[config.mk]
export PLATFORM = sky130hd
export DESIGN_NAME = flash_host
export DESIGN_NICKNAME = d
export VERILOG_FILES = /design/src/hdl/flash_host_pkg.sv /design/src/hdl/flash_host.sv
export SDC_FILE = /design/constraint.sdc
export NUM_CORES = 1
export LEC_CHECK = 0
export BUFFER_PORTS_ARGS = -buffer_cell sky130_fd_sc_hd__buf_2
export CAP_MARGIN = 30
export CORE_ASPECT_RATIO = 0.8
export CORE_MARGIN = 8
export CORE_UTILIZATION = 30
export CTS_BUF_LIST = sky130_fd_sc_hd__clkbuf_4
export DETAILED_ROUTE_END_ITERATION = 8
export GPL_TIMING_DRIVEN = 0
export PLACE_DENSITY = 0.54
export SLEW_MARGIN = 20
export SYNTH_ARGS = -nofsm -noshare
export SYNTH_HDL_FRONTEND = slang
export SYNTH_SLANG_ARGS = --single-unit
export TNS_END_PERCENT = 1
[constraint.sdc]
create_clock -name i_clk_sys -period 2.85 [get_ports i_clk_sys]
set_clock_uncertainty 0.05 [all_clocks]
set_input_delay 0.1425 -clock i_clk_sys [delete_from_list [all_inputs] [get_ports i_clk_sys]]
set_output_delay 0.1425 -clock i_clk_sys [all_outputs]
set_load 0.02 [all_outputs]
[src/hdl/flash_host_pkg.sv]
// constants, commands and step layout for the flash command sequencer host
package flash_host_pkg;
	localparam int ADDR_W = 25;
	localparam int DATA_W = 16;
	localparam int CMD_W  = 5;
	// software register offsets
	localparam logic [7:0] REG_CTRL = 8'h00;
	localparam logic [7:0] REG_ADDR = 8'h04;
	localparam logic [7:0] REG_DATA = 8'h08;
	localparam logic [7:0] REG_MODE = 8'h0C;
	localparam logic [7:0] REG_STAT = 8'h10;
	localparam int CTRL_HWRST_BIT = 8;
	localparam int STAT_BUSY_BIT  = 0;
	localparam int STAT_SEC_BIT   = 1;
	localparam int STAT_BUF_BIT   = 2;
	localparam int STAT_RD_LSB    = 16;
	// device addresses, word mode then byte mode
	localparam logic [ADDR_W-1:0] UNLK1_W = 25'h0555;
	localparam logic [ADDR_W-1:0] UNLK1_B = 25'h0AAA;
	localparam logic [ADDR_W-1:0] UNLK2_W = 25'h02AA;
	localparam logic [ADDR_W-1:0] UNLK2_B = 25'h0555;
	localparam logic [ADDR_W-1:0] QRY_W   = 25'h0055;
	localparam logic [ADDR_W-1:0] QRY_B   = 25'h00AA;
	localparam logic [ADDR_W-1:0] VER_W   = 25'h0002;
	localparam logic [ADDR_W-1:0] VER_B   = 25'h0004;
	localparam logic [ADDR_W-1:0] FACT_W  = 25'h0003;
	localparam logic [ADDR_W-1:0] FACT_B  = 25'h0006;
	localparam logic [ADDR_W-1:0] ADDR_ZERO = 25'h0000;
	// command codes
	localparam logic [7:0] CD_AA = 8'hAA;
	localparam logic [7:0] CD_55 = 8'h55;
	localparam logic [7:0] CD_RESET = 8'hF0;
	localparam logic [7:0] CD_AUTOSEL = 8'h90;
	localparam logic [7:0] CD_SEC_ENTER = 8'h88;
	localparam logic [7:0] CD_EXIT_TAIL = 8'h00;
	localparam logic [7:0] CD_PROG = 8'hA0;
	localparam logic [7:0] CD_ERASE = 8'h80;
	localparam logic [7:0] CD_CHIP = 8'h10;
	localparam logic [7:0] CD_SECT = 8'h30;
	localparam logic [7:0] CD_BUF_LOAD = 8'h25;
	localparam logic [7:0] CD_BUF_CONF = 8'h29;
	localparam logic [7:0] CD_SUSPEND = 8'hB0;
	localparam logic [7:0] CD_RESUME = 8'h30;
	localparam logic [7:0] CD_QUERY = 8'h98;
	// bus timing, figures in ns, counts rounded up
	localparam int CLK_NS = 8;
	localparam int T_SETUP_NS = 10;
	localparam int T_WP_NS = 40;
	localparam int T_WPH_NS = 24;
	localparam int T_ACC_NS = 80;
	localparam int T_RP_NS = 500;
	localparam int SYNC_CYC = 2;
	localparam logic [7:0] SETUP_CYC = 8'((T_SETUP_NS + CLK_NS - 1) / CLK_NS);
	localparam logic [7:0] WP_CYC = 8'((T_WP_NS + CLK_NS - 1) / CLK_NS);
	localparam logic [7:0] WPH_CYC = 8'((T_WPH_NS + CLK_NS - 1) / CLK_NS);
	localparam logic [7:0] RD_CYC = 8'((T_ACC_NS + CLK_NS - 1) / CLK_NS + SYNC_CYC);
	localparam logic [7:0] RP_CYC = 8'((T_RP_NS + CLK_NS - 1) / CLK_NS);
	typedef enum logic [CMD_W-1:0] {
		C_RST = 5'h00, C_ID_MFR = 5'h01, C_FACT_VER = 5'h02, C_PROT_VER = 5'h03,
		C_SEC_ENTER = 5'h04, C_SEC_EXIT = 5'h05, C_PROG = 5'h06, C_CHIP_ERASE = 5'h07,
		C_SECT_ERASE = 5'h08, C_BUF_LOAD = 5'h09, C_BUF_WORD = 5'h0A, C_BUF_CONF = 5'h0B,
		C_BUF_ABORT = 5'h0C, C_SUSPEND = 5'h0D, C_RESUME = 5'h0E, C_QUERY = 5'h0F,
		C_ARRAY_RD = 5'h10
	} cmd_t;
	typedef enum logic [2:0] {
		A_U1, A_U2, A_ANY, A_TGT, A_QRY, A_VER, A_FACT
	} asel_t;
	typedef struct packed {
		asel_t      asel;
		logic       dreg;
		logic [7:0] code;
		logic       rd;
		logic       last;
	} step_t;
	typedef enum logic [1:0] {
		B_IDLE = 2'b00, B_SETUP = 2'b01, B_STROBE = 2'b11, B_HOLD = 2'b10
	} bus_t;
endpackage

[src/hdl/flash_host.sv]
// host sequencer that drives flash command write sequences from a register port
`timescale 1ns/1ps
// How it works
// (RQ1) device: dynamic bit clear, or solid clear with temp bit set, protects
// (RQ2) device: solid-bits lock set refuses every solid protect bit change
// (RQ3) device: lock clear lets program/erase commands change solid bits
// (RQ4) device: separate one-time-programmable security region of 128 words
// (RQ5) security lock state answers factory or sector protect verify read
// (RQ6) device: factory-locked part protected from start, indicator reads 1
// (RQ7) device: customer-lockable part starts unprotected, indicator reads 0
// (RQ8) device: factory part holds 16-byte serial number at region start
// (RQ9) device: protected security region never unprotected or altered
// (RQ10) host returns to array reads by exit sequence or hardware reset
// (RQ11) one write of F0 anywhere resets to array read
// (RQ12) AA/55/90 unlock then fourth-cycle read of id or protect status
// (RQ13) unlock plus 88 enters security region; 90 then 00 exits
// (RQ14) six-write erase: 10 at unlock address chip, 30 at sector
// (RQ15) buffer: 25 and count at sector, pairs, 29 confirms; F0 aborts
// (RQ16) program: unlock, A0 at unlock address, then address and data
// (RQ17) B0 suspends, 30 resumes, 98 at 55/AA enters query read
// (RQ18) device: solid bit 0 protects; set singly, erased only all together
// (RQ19) device: power-up or hardware reset restores temp and dynamic bits
// (RQ20) device ignores protected targets and unknown sequences
// (RQ21) unlock and verify addresses follow word or byte bus mode
module flash_host #(
	parameter int ADDR_W = flash_host_pkg::ADDR_W,
	parameter int DATA_W = flash_host_pkg::DATA_W
) (
	input  wire logic              i_clk_sys,
	input  wire logic              i_srst,
	input  wire logic              i_clk_en,
	input  wire logic [7:0]        i_addr,
	input  wire logic [31:0]       i_wdata,
	input  wire logic              i_wr,
	input  wire logic              i_rd,
	output logic      [31:0]       o_rdata,
	output logic      [ADDR_W-1:0] o_flash_addr,
	output logic      [DATA_W-1:0] o_dq,
	output logic                   o_dq_oe,
	input  wire logic [DATA_W-1:0] i_dq,
	output logic                   o_ce_n,
	output logic                   o_oe_n,
	output logic                   o_we_n,
	output logic                   o_word_mode,
	output logic                   o_flash_rst_n
);
	flash_host_pkg::bus_t  bus;
	flash_host_pkg::cmd_t  cmd;
	flash_host_pkg::step_t st;
	logic [2:0]        idx;
	logic [7:0]        cnt;
	logic [7:0]        rst_cnt;
	logic [ADDR_W-1:0] tgt;
	logic [DATA_W-1:0] wreg;
	logic              byte_mode;
	logic              sec;
	logic              buf_open;
	logic [DATA_W-1:0] rd_word;
	logic [DATA_W-1:0] dq_s1;
	logic [DATA_W-1:0] dq_s2;
	logic              start;
	logic              hw_req;
	logic              done;

	// step table: each command is a short list of bus cycles
	function automatic flash_host_pkg::step_t step_of(flash_host_pkg::cmd_t c,
			logic [2:0] i);
		flash_host_pkg::step_t s;
		s = '{asel: flash_host_pkg::A_U1, dreg: 1'b0, code: flash_host_pkg::CD_AA,
			rd: 1'b0, last: 1'b0};
		if (i == 3'd1 || i == 3'd4) begin
			s.asel = flash_host_pkg::A_U2;
			s.code = flash_host_pkg::CD_55;
		end
		unique case (c)
			flash_host_pkg::C_RST: begin
				s = '{flash_host_pkg::A_ANY, 1'b0, flash_host_pkg::CD_RESET, 1'b0, 1'b1}; // [RQ11]
			end
			flash_host_pkg::C_ID_MFR, flash_host_pkg::C_FACT_VER, flash_host_pkg::C_PROT_VER: begin
				if (i == 3'd2) s.code = flash_host_pkg::CD_AUTOSEL; // [RQ12]
				if (i == 3'd3) begin
					s.rd = 1'b1;
					s.last = 1'b1;
					s.asel = (c == flash_host_pkg::C_ID_MFR) ? flash_host_pkg::A_ANY :
						(c == flash_host_pkg::C_FACT_VER) ? flash_host_pkg::A_FACT :
						flash_host_pkg::A_VER; // [RQ5] [RQ12]
				end
			end
			flash_host_pkg::C_SEC_ENTER: begin
				if (i == 3'd2) begin
					s.code = flash_host_pkg::CD_SEC_ENTER; // [RQ13]
					s.last = 1'b1;
				end
			end
			flash_host_pkg::C_SEC_EXIT: begin
				if (i == 3'd2) s.code = flash_host_pkg::CD_AUTOSEL;
				if (i == 3'd3) begin
					s.asel = flash_host_pkg::A_ANY;
					s.code = flash_host_pkg::CD_EXIT_TAIL; // [RQ13]
					s.last = 1'b1;
				end
			end
			flash_host_pkg::C_PROG: begin
				if (i == 3'd2) s.code = flash_host_pkg::CD_PROG; // [RQ16]
				if (i == 3'd3) begin
					s.asel = flash_host_pkg::A_TGT;
					s.dreg = 1'b1;
					s.last = 1'b1;
				end
			end
			flash_host_pkg::C_CHIP_ERASE, flash_host_pkg::C_SECT_ERASE: begin
				if (i == 3'd2) s.code = flash_host_pkg::CD_ERASE; // [RQ14]
				if (i == 3'd5) begin
					s.last = 1'b1;
					if (c == flash_host_pkg::C_SECT_ERASE) begin
						s.asel = flash_host_pkg::A_TGT;
						s.code = flash_host_pkg::CD_SECT;
					end else begin
						s.code = flash_host_pkg::CD_CHIP;
					end
				end
			end
			flash_host_pkg::C_BUF_LOAD: begin
				if (i == 3'd2) begin
					s.asel = flash_host_pkg::A_TGT;
					s.code = flash_host_pkg::CD_BUF_LOAD; // [RQ15]
				end
				if (i == 3'd3) begin
					s.asel = flash_host_pkg::A_TGT;
					s.dreg = 1'b1;
					s.last = 1'b1;
				end
			end
			flash_host_pkg::C_BUF_WORD: begin
				s = '{flash_host_pkg::A_TGT, 1'b1, flash_host_pkg::CD_EXIT_TAIL, 1'b0, 1'b1};
			end
			flash_host_pkg::C_BUF_CONF: begin
				s = '{flash_host_pkg::A_TGT, 1'b0, flash_host_pkg::CD_BUF_CONF, 1'b0, 1'b1};
			end
			flash_host_pkg::C_BUF_ABORT: begin
				if (i == 3'd2) begin
					s.code = flash_host_pkg::CD_RESET; // [RQ15]
					s.last = 1'b1;
				end
			end
			flash_host_pkg::C_SUSPEND: begin
				s = '{flash_host_pkg::A_ANY, 1'b0, flash_host_pkg::CD_SUSPEND, 1'b0, 1'b1};
			end
			flash_host_pkg::C_RESUME: begin
				s = '{flash_host_pkg::A_ANY, 1'b0, flash_host_pkg::CD_RESUME, 1'b0, 1'b1};
			end
			flash_host_pkg::C_QUERY: begin
				s = '{flash_host_pkg::A_QRY, 1'b0, flash_host_pkg::CD_QUERY, 1'b0, 1'b1}; // [RQ17]
			end
			flash_host_pkg::C_ARRAY_RD: begin
				s = '{flash_host_pkg::A_TGT, 1'b0, flash_host_pkg::CD_EXIT_TAIL, 1'b1, 1'b1};
			end
			default: begin
				s = '{flash_host_pkg::A_ANY, 1'b0, flash_host_pkg::CD_RESET, 1'b0, 1'b1};
			end
		endcase
		return s;
	endfunction

	function automatic logic [ADDR_W-1:0] addr_of(flash_host_pkg::asel_t a,
			logic [ADDR_W-1:0] t, logic b);
		unique case (a)
			flash_host_pkg::A_U1:   return b ? flash_host_pkg::UNLK1_B : flash_host_pkg::UNLK1_W;
			flash_host_pkg::A_U2:   return b ? flash_host_pkg::UNLK2_B : flash_host_pkg::UNLK2_W;
			flash_host_pkg::A_QRY:  return b ? flash_host_pkg::QRY_B : flash_host_pkg::QRY_W;
			flash_host_pkg::A_FACT: return b ? flash_host_pkg::FACT_B : flash_host_pkg::FACT_W;
			flash_host_pkg::A_VER:  return t | (b ? flash_host_pkg::VER_B : flash_host_pkg::VER_W);
			flash_host_pkg::A_TGT:  return t;
			default:                return flash_host_pkg::ADDR_ZERO;
		endcase
	endfunction // [RQ21]

	assign st = step_of(cmd, idx);
	// orders arriving while a sequence or reset pulse runs are dropped
	assign start = i_clk_en && i_wr && i_addr == flash_host_pkg::REG_CTRL &&
		bus == flash_host_pkg::B_IDLE && rst_cnt == 8'h00;
	assign hw_req = start && i_wdata[flash_host_pkg::CTRL_HWRST_BIT];
	assign done = bus == flash_host_pkg::B_HOLD && cnt == 8'h00 && st.last;

	always_ff @(posedge i_clk_sys) begin
		if (i_srst) begin
			tgt <= '0;
			wreg <= '0;
			byte_mode <= 1'b0;
		end else if (i_clk_en && i_wr) begin
			if (i_addr == flash_host_pkg::REG_ADDR) tgt <= i_wdata[ADDR_W-1:0];
			if (i_addr == flash_host_pkg::REG_DATA) wreg <= i_wdata[DATA_W-1:0];
			if (i_addr == flash_host_pkg::REG_MODE) byte_mode <= i_wdata[0];
		end
	end

	always_ff @(posedge i_clk_sys) begin
		if (i_srst) begin
			dq_s1 <= '0;
			dq_s2 <= '0;
		end else if (i_clk_en) begin
			dq_s1 <= i_dq;
			dq_s2 <= dq_s1;
		end
	end

	// hardware reset pulse also drops the host's view of device mode
	always_ff @(posedge i_clk_sys) begin
		if (i_srst) begin
			rst_cnt <= 8'h00;
			o_flash_rst_n <= 1'b1;
		end else if (i_clk_en) begin
			if (hw_req) begin
				rst_cnt <= flash_host_pkg::RP_CYC;
				o_flash_rst_n <= 1'b0; // [RQ10] [RQ19]
			end else if (rst_cnt != 8'h00) begin
				rst_cnt <= rst_cnt - 8'h01;
				o_flash_rst_n <= rst_cnt == 8'h01;
			end
		end
	end

	always_ff @(posedge i_clk_sys) begin
		if (i_srst) begin
			sec <= 1'b0;
			buf_open <= 1'b0;
		end else if (i_clk_en) begin
			if (hw_req) begin
				sec <= 1'b0; // [RQ10]
				buf_open <= 1'b0;
			end else if (done) begin
				if (cmd == flash_host_pkg::C_SEC_ENTER) sec <= 1'b1; // [RQ13]
				if (cmd == flash_host_pkg::C_SEC_EXIT) sec <= 1'b0; // [RQ10]
				if (cmd == flash_host_pkg::C_BUF_LOAD) buf_open <= 1'b1;
				if (cmd == flash_host_pkg::C_BUF_CONF || cmd == flash_host_pkg::C_BUF_ABORT)
					buf_open <= 1'b0; // [RQ15]
			end
		end
	end

	always_ff @(posedge i_clk_sys) begin
		if (i_srst) begin
			bus <= flash_host_pkg::B_IDLE;
			cmd <= flash_host_pkg::C_RST;
			idx <= 3'd0;
			cnt <= 8'h00;
			rd_word <= '0;
			o_flash_addr <= '0;
			o_dq <= '0;
			o_dq_oe <= 1'b0;
			o_ce_n <= 1'b1;
			o_oe_n <= 1'b1;
			o_we_n <= 1'b1;
		end else if (i_clk_en) begin
			unique case (bus)
				flash_host_pkg::B_IDLE: begin
					if (start && !hw_req) begin
						cmd <= flash_host_pkg::cmd_t'(i_wdata[flash_host_pkg::CMD_W-1:0]);
						idx <= 3'd0;
						cnt <= flash_host_pkg::SETUP_CYC;
						bus <= flash_host_pkg::B_SETUP;
					end
				end
				flash_host_pkg::B_SETUP: begin
					o_ce_n <= 1'b0;
					o_flash_addr <= addr_of(st.asel, tgt, byte_mode);
					o_dq <= st.dreg ? wreg : {{(DATA_W-8){1'b0}}, st.code};
					o_dq_oe <= !st.rd;
					if (cnt == 8'h00) begin
						o_we_n <= st.rd;
						o_oe_n <= !st.rd;
						cnt <= (st.rd ? flash_host_pkg::RD_CYC : flash_host_pkg::WP_CYC) - 8'h01;
						bus <= flash_host_pkg::B_STROBE;
					end else begin
						cnt <= cnt - 8'h01;
					end
				end
				flash_host_pkg::B_STROBE: begin
					if (cnt == 8'h00) begin
						o_we_n <= 1'b1;
						o_oe_n <= 1'b1;
						if (st.rd) rd_word <= dq_s2; // [RQ12]
						cnt <= flash_host_pkg::WPH_CYC - 8'h01;
						bus <= flash_host_pkg::B_HOLD;
					end else begin
						cnt <= cnt - 8'h01;
					end
				end
				flash_host_pkg::B_HOLD: begin
					if (cnt == 8'h00) begin
						o_dq_oe <= 1'b0;
						if (st.last) begin
							o_ce_n <= 1'b1;
							bus <= flash_host_pkg::B_IDLE;
						end else begin
							idx <= idx + 3'd1;
							cnt <= flash_host_pkg::SETUP_CYC;
							bus <= flash_host_pkg::B_SETUP;
						end
					end else begin
						cnt <= cnt - 8'h01;
					end
				end
			endcase
		end
	end

	always_ff @(posedge i_clk_sys) begin
		if (i_srst) begin
			o_rdata <= 32'h0000_0000;
			o_word_mode <= 1'b1;
		end else if (i_clk_en) begin
			o_word_mode <= !byte_mode; // [RQ21]
			o_rdata <= 32'h0000_0000;
			if (i_rd) begin
				unique case (i_addr)
					flash_host_pkg::REG_ADDR: o_rdata[ADDR_W-1:0] <= tgt;
					flash_host_pkg::REG_DATA: o_rdata[DATA_W-1:0] <= wreg;
					flash_host_pkg::REG_MODE: o_rdata[0] <= byte_mode;
					flash_host_pkg::REG_STAT: begin
						o_rdata[flash_host_pkg::STAT_BUSY_BIT] <=
							bus != flash_host_pkg::B_IDLE || rst_cnt != 8'h00;
						o_rdata[flash_host_pkg::STAT_SEC_BIT] <= sec;
						o_rdata[flash_host_pkg::STAT_BUF_BIT] <= buf_open;
						o_rdata[flash_host_pkg::STAT_RD_LSB +: DATA_W] <= rd_word;
					end
					default: o_rdata <= 32'h0000_0000;
				endcase
			end
		end
	end

	a_reset_code: assert property (@(posedge i_clk_sys) disable iff (i_srst) // [RQ11]
		$fell(o_we_n) && cmd == flash_host_pkg::C_RST |-> o_dq[7:0] == 8'hF0)
		else $error("reset command not F0");
	a_unlock_first: assert property (@(posedge i_clk_sys) disable iff (i_srst) // [RQ12]
		$fell(o_we_n) && idx == 3'd0 && cmd == flash_host_pkg::C_ID_MFR |->
		o_dq[7:0] == 8'hAA && o_flash_addr == (byte_mode ? 25'h0AAA : 25'h0555))
		else $error("first unlock write wrong");
	a_sec_enter: assert property (@(posedge i_clk_sys) disable iff (i_srst) // [RQ13]
		done && i_clk_en && cmd == flash_host_pkg::C_SEC_ENTER && !hw_req |=> sec)
		else $error("security entry not tracked");
	a_rst_pulse: assert property (@(posedge i_clk_sys) disable iff (i_srst) // [RQ10]
		$fell(o_flash_rst_n) |-> !o_flash_rst_n [*8] ##[1:600] o_flash_rst_n)
		else $error("hardware reset pulse too short or stuck");
	a_chip_final: assert property (@(posedge i_clk_sys) disable iff (i_srst) // [RQ14]
		$fell(o_we_n) && cmd == flash_host_pkg::C_CHIP_ERASE && idx == 3'd5 |->
		o_dq[7:0] == 8'h10 && o_flash_addr == (byte_mode ? 25'h0AAA : 25'h0555))
		else $error("chip erase final write wrong");
	a_buf_confirm: assert property (@(posedge i_clk_sys) disable iff (i_srst) // [RQ15]
		$fell(o_we_n) && cmd == flash_host_pkg::C_BUF_CONF |->
		o_dq[7:0] == 8'h29 && o_flash_addr == tgt)
		else $error("buffer confirm wrong");
	a_prog_data: assert property (@(posedge i_clk_sys) disable iff (i_srst) // [RQ16]
		$fell(o_we_n) && cmd == flash_host_pkg::C_PROG && idx == 3'd3 |->
		o_dq == wreg && o_flash_addr == tgt && !o_we_n [*5])
		else $error("program data write wrong");
	a_suspend_code: assert property (@(posedge i_clk_sys) disable iff (i_srst) // [RQ17]
		$fell(o_we_n) && cmd == flash_host_pkg::C_SUSPEND |-> o_dq[7:0] == 8'hB0)
		else $error("suspend code wrong");
endmodule

==> summary.txt <==
Run status
  – Run status: finished clean

Synth
  – Biggest area consumer among synthesized cells: sky130_fd_sc_hd__dfxtp_1
  – Dominant cells by area after synthesis: sky130_fd_sc_hd__dfxtp_1 (44%), sky130_fd_sc_hd__nand2_1 (7.7%), sky130_fd_sc_hd__a21oi_1 (6.8%)
  – Number of synthesized register bits: ~200
  – Simple-gate portion of the synthesized area: a little under a quarter
  – Yosys warning total: 0
  – Predominant post-synthesis flop cell: sky130_fd_sc_hd__dfxtp_1
  – Adder and majority cell fraction of the synthesized area: slightly below 2%
  – Mapped cell area: just under 9000 um2
  – Area fraction in compound gates after synthesis: approximately a fifth
  – Portion of synthesized cell area occupied by the leading cell type: approximately 44%
  – Dominant combinational cell family by area after synthesis: simple AND/OR/NAND/NOR gates
  – Post-synth cell types: a little under 80
  – Mapped Avg Cell Area: about 8.2 um2
  – XOR/XNOR share of the synthesized area: less than 1%
  – Number of nets produced by synthesis: 1161
  – Most common cell in the netlist: sky130_fd_sc_hd__dfxtp_1
  – Portion of netlist area occupied by mux cells: just under 5%
  – Synth async-reset ratio: 0%
  – Commonest cells in the netlist: sky130_fd_sc_hd__dfxtp_1 (197), sky130_fd_sc_hd__nand2_1 (183), sky130_fd_sc_hd__a21oi_1 (122)
  – Share of the yosys chip area belonging to registers: 44.1%
  – Cells after Synth: around 1100
  – Number of synthesized flops with an enable pin: 0

Die
  – Height of the die: between 150 and 200 um
  – Top Ports: between 100 and 150
  – Die width: 209 um
  – Number of rows in the core area: 56
  – DIE AREA: between 30000 and 40000 um2
  – Placeable core region: around 30000 um2
  – Starting density of the core: a little under a third

Layout
  – Number of standard cells in the final layout excluding fillers: between 1500 and 2000
  – Fraction of final layout cells sized beyond drive strength 1: 17.2%
  – Final antenna diode count: 0
  – Number of fill cells in the layout: between 3000 and 4000
  – Signed area change from the synthesized netlist to the final layout: 21.4%
  – Final layout net count: 1356

Global routing
  – Number of global-route vias before repair: approximately 8100
  – Total congestion overflow: 0
  – Pin count of the biggest net entering global routing: 20
  – Overall fraction of global-route tracks in use: around 17%
  – Antenna violations before repair: 0
  – Global-route wire length before repair: just under 50000 um

Route
  – Number of routed nets with antenna violations: 0
  – Detailed-route vias per instance: 5.14
  – DRC violation count after routing: 0
  – Iteration-0 DRC count of the detailed router: between 600 and 700
  – Post-Route WL: between 30000 and 40000 um
  – Routed via count: approximately 8600
  – Router iterations before antenna repair: 5
  – Routed wire per std cell: 18.7 um

STA
  – Maximum clock rate: ~350 MHz
  – Actual transition at the worst max-transition pin: between 800 and 900 ps
  – Final-report hold violation count: 0
  – Hold slack: around 53 ps
  – RSZ-0062 raised after global routing: yes
  – Final period util: 98.9%
  – Max-slew violations: 0
  – Worst slew margin relative to its limit: between 40% and 50%
  – Setup violation total in the final timing report: 0
  – Minimum period implied by the final worst setup slack: about 2800 ps

Worst setup path
  – Crit path max fanout: 10
  – Worst endpoint data arrival time: between 3000 and 4000 ps
  – Worst-case register-to-register setup slack: ~30 ps
  – CP required: 3280 ps
  – Cell mode on critical path: sky130_fd_sc_hd__inv_1
  – Slowest library cell on the worst path: sky130_fd_sc_hd__a2111oi_2
  – Chain of cells forming the critical path: clkbuf_2 -> inv_1 -> ha_2 -> inv_1 -> a2111oi_2 -> a21oi_1 -> nand4_1 -> xor2_1 -> o221a_2 -> o32ai_1
  – Worst reg-to-reg path cell count: 10
  – Longest individual stage delay on the worst path: roughly 400 ps
  – Source of the worst register-to-register timing path: idx[2]$_SDFFE_PP0P_
  – R2r endpoint: o_flash_addr[2]$_SDFFE_PP0P_
  – Setup crit start kind: flip-flop
  – Critical Path End Type: flip-flop
  – Critical setup path kind: reg2reg

Clocking
  – TritonCTS clock tree: yes
  – Source-to-sink clock delay at the later pin of the worst-skew pair: between 600 and 700 ps
  – Clock buffers created by TritonCTS: 17
  – Clock net sink count: 197
  – CTS H-tree depth: 4
  – Clock transition at the register clock pins on the worst setup and hold paths after CTS: ~180 ps
  – Deepest clock path buffer count: 2
  – Post-CTS setup-driven buffer insertion count: 0
  – Root buf cell: sky130_fd_sc_hd__clkbuf_4

Power
  – Maximum vdd drop: ~230 uV
  – Total power per unit cell area: approximately 460 nW/um2
  – Leakage dissipation: a little over 4 nW

Worst hold path
  – Worst Hold Endpoint: o_rdata[0]$_SDFFE_PP0P_
  – Worst Hold Depth: 4
  – Hold crit path type: in2reg
  – Hold Crit Start: i_clk_en

Job
  – Max Cap Viol: 0

Place
  – Global placement routability congestion: ~0.90
  – Detailed placer's ending HPWL: about 24000 um
  – Number of placed cells counting well taps: around 1600
  – IO buf count: 132
-- cell usage in the layout, fill, tap and decap left out, types with 28 or more instances in the layout --
cell,instances
sky130_fd_sc_hd__dlygate4sd3_1,45
sky130_fd_sc_hd__a22oi_1,33
sky130_fd_sc_hd__dfxtp_1,197
sky130_fd_sc_hd__nor2_1,114
sky130_fd_sc_hd__nor3_1,30
sky130_fd_sc_hd__mux2i_1,41
sky130_fd_sc_hd__buf_2,147
sky130_fd_sc_hd__clkbuf_1,48
sky130_fd_sc_hd__a21oi_1,122
sky130_fd_sc_hd__nand3_1,28
sky130_fd_sc_hd__nand2_1,183
-- worst max-delay path: cells and delay by family (launching register included) --
kind,cells,cell delay (ps)
buf+inv,3,460
fa+ha+maj,1,310
compound gates,4,920
flops,1,340
xor+xnor,1,380
simple gates,1,220
-- area by class of cell --
class                      count  area (um2)  share of cell area (%)
buffer                        83         358                    3.30
clock buffer                  17         128                    1.18
clock inverter                15         158                    1.45
inverter                      18        67.6                   0.622
multi-input combinational    787        4620                    42.5
sequential                   197        3940                    36.3
tap                          377         472                    4.35
timing repair buffer         177        1110                    10.2
-- stage by stage --
| stage | power [mW] | util, % | setup TNS (ps) | setup slack, ps | instance area [um2] |
|---|---|---|---|---|---|
| after floorplan | 3.27 | - | 0 | 189 | 8940 |
| after global placement | 3.43 | 34.4 | -23400 | -777 | 10100 |
| after detailed placement | 3.44 | 34.4 | -20820 | -711 | 10100 |
| after CTS | 5.03 | 37.0 | 0 | 0.582 | 10800 |
| after global routing | 5.20 | 37.1 | -4090 | -164 | 10900 |
| final | 4.99 | 37.1 | 0 | 30.0 | 10900 |
-- registers in the layout, summed over array words and instances (netlist names), 2 cells and up --
name / count
bus: 2
cmd: 5
cnt: 8
dq_s1: 16
dq_s2: 16
idx: 3
o_dq: 16
o_flash_addr: 25
o_rdata: 32
rd_word: 16
rst_cnt: 8
tgt: 25
wreg: 16
-- power by group --
| part | internal, mW | total [mW] | switching, mW |
|---|---|---|---|
| Combinational | 0.235 | 0.546 | 0.311 |
| Clock | 0.475 | 1.56 | 1.08 |
| Sequential | 2.82 | 2.88 | 0.0601 |
-- metal layers --
metal | GRT usage (%) | vias up | share of wire (%)
li1 | - | 4241 | -
met2 | 26.7 | 252 | 44
met3 | 3.73 | 25 | 5.8
met1 | 24.5 | 4078 | 49
met5 | 0 | - | 0
met4 | 3.92 | 0 | 1.2
-- worst max path at each step --
| stage | depth (start not counted) | end | from |
|---|---|---|---|
| 5_1_grt | 10 | o_dq[3]$_SDFFE_PP0P_ | cmd[1]$_SDFFE_PP0P_ |
| 6_report | 10 | o_flash_addr[2]$_SDFFE_PP0P_ | idx[2]$_SDFFE_PP0P_ |
| 4_1_cts | 9 | o_dq[2]$_SDFFE_PP0P_ | cmd[1]$_SDFFE_PP0P_ |
| 2_1_floorplan | 12 | o_flash_addr[0]$_SDFFE_PP0P_ | idx[2]$_SDFFE_PP0P_ |
| 3_5_place_dp | 11 | rd_word[14]$_SDFFE_PP0P_ | idx[2]$_SDFFE_PP0P_ |
| 3_3_place_gp | 11 | rd_word[14]$_SDFFE_PP0P_ | idx[2]$_SDFFE_PP0P_ |
-- what timing repair did --
item | in CTS | in global routing
hold endpoints to repair | 77 | 0
gates resized for setup | 8 | 18
hold buffers | 45 | 0
setup endpoints to repair | 64 | 65
-- cells by family (layout without fill, tap and decap cells) --
family	count (synthesis)	count (layout)
simple gates	437	437
mux	43	43
fa+ha+maj	14	14
buf+inv	102	310
compound gates	283	283
xor+xnor	10	10
flops	197	197
(Power assumes the default switching activity.)
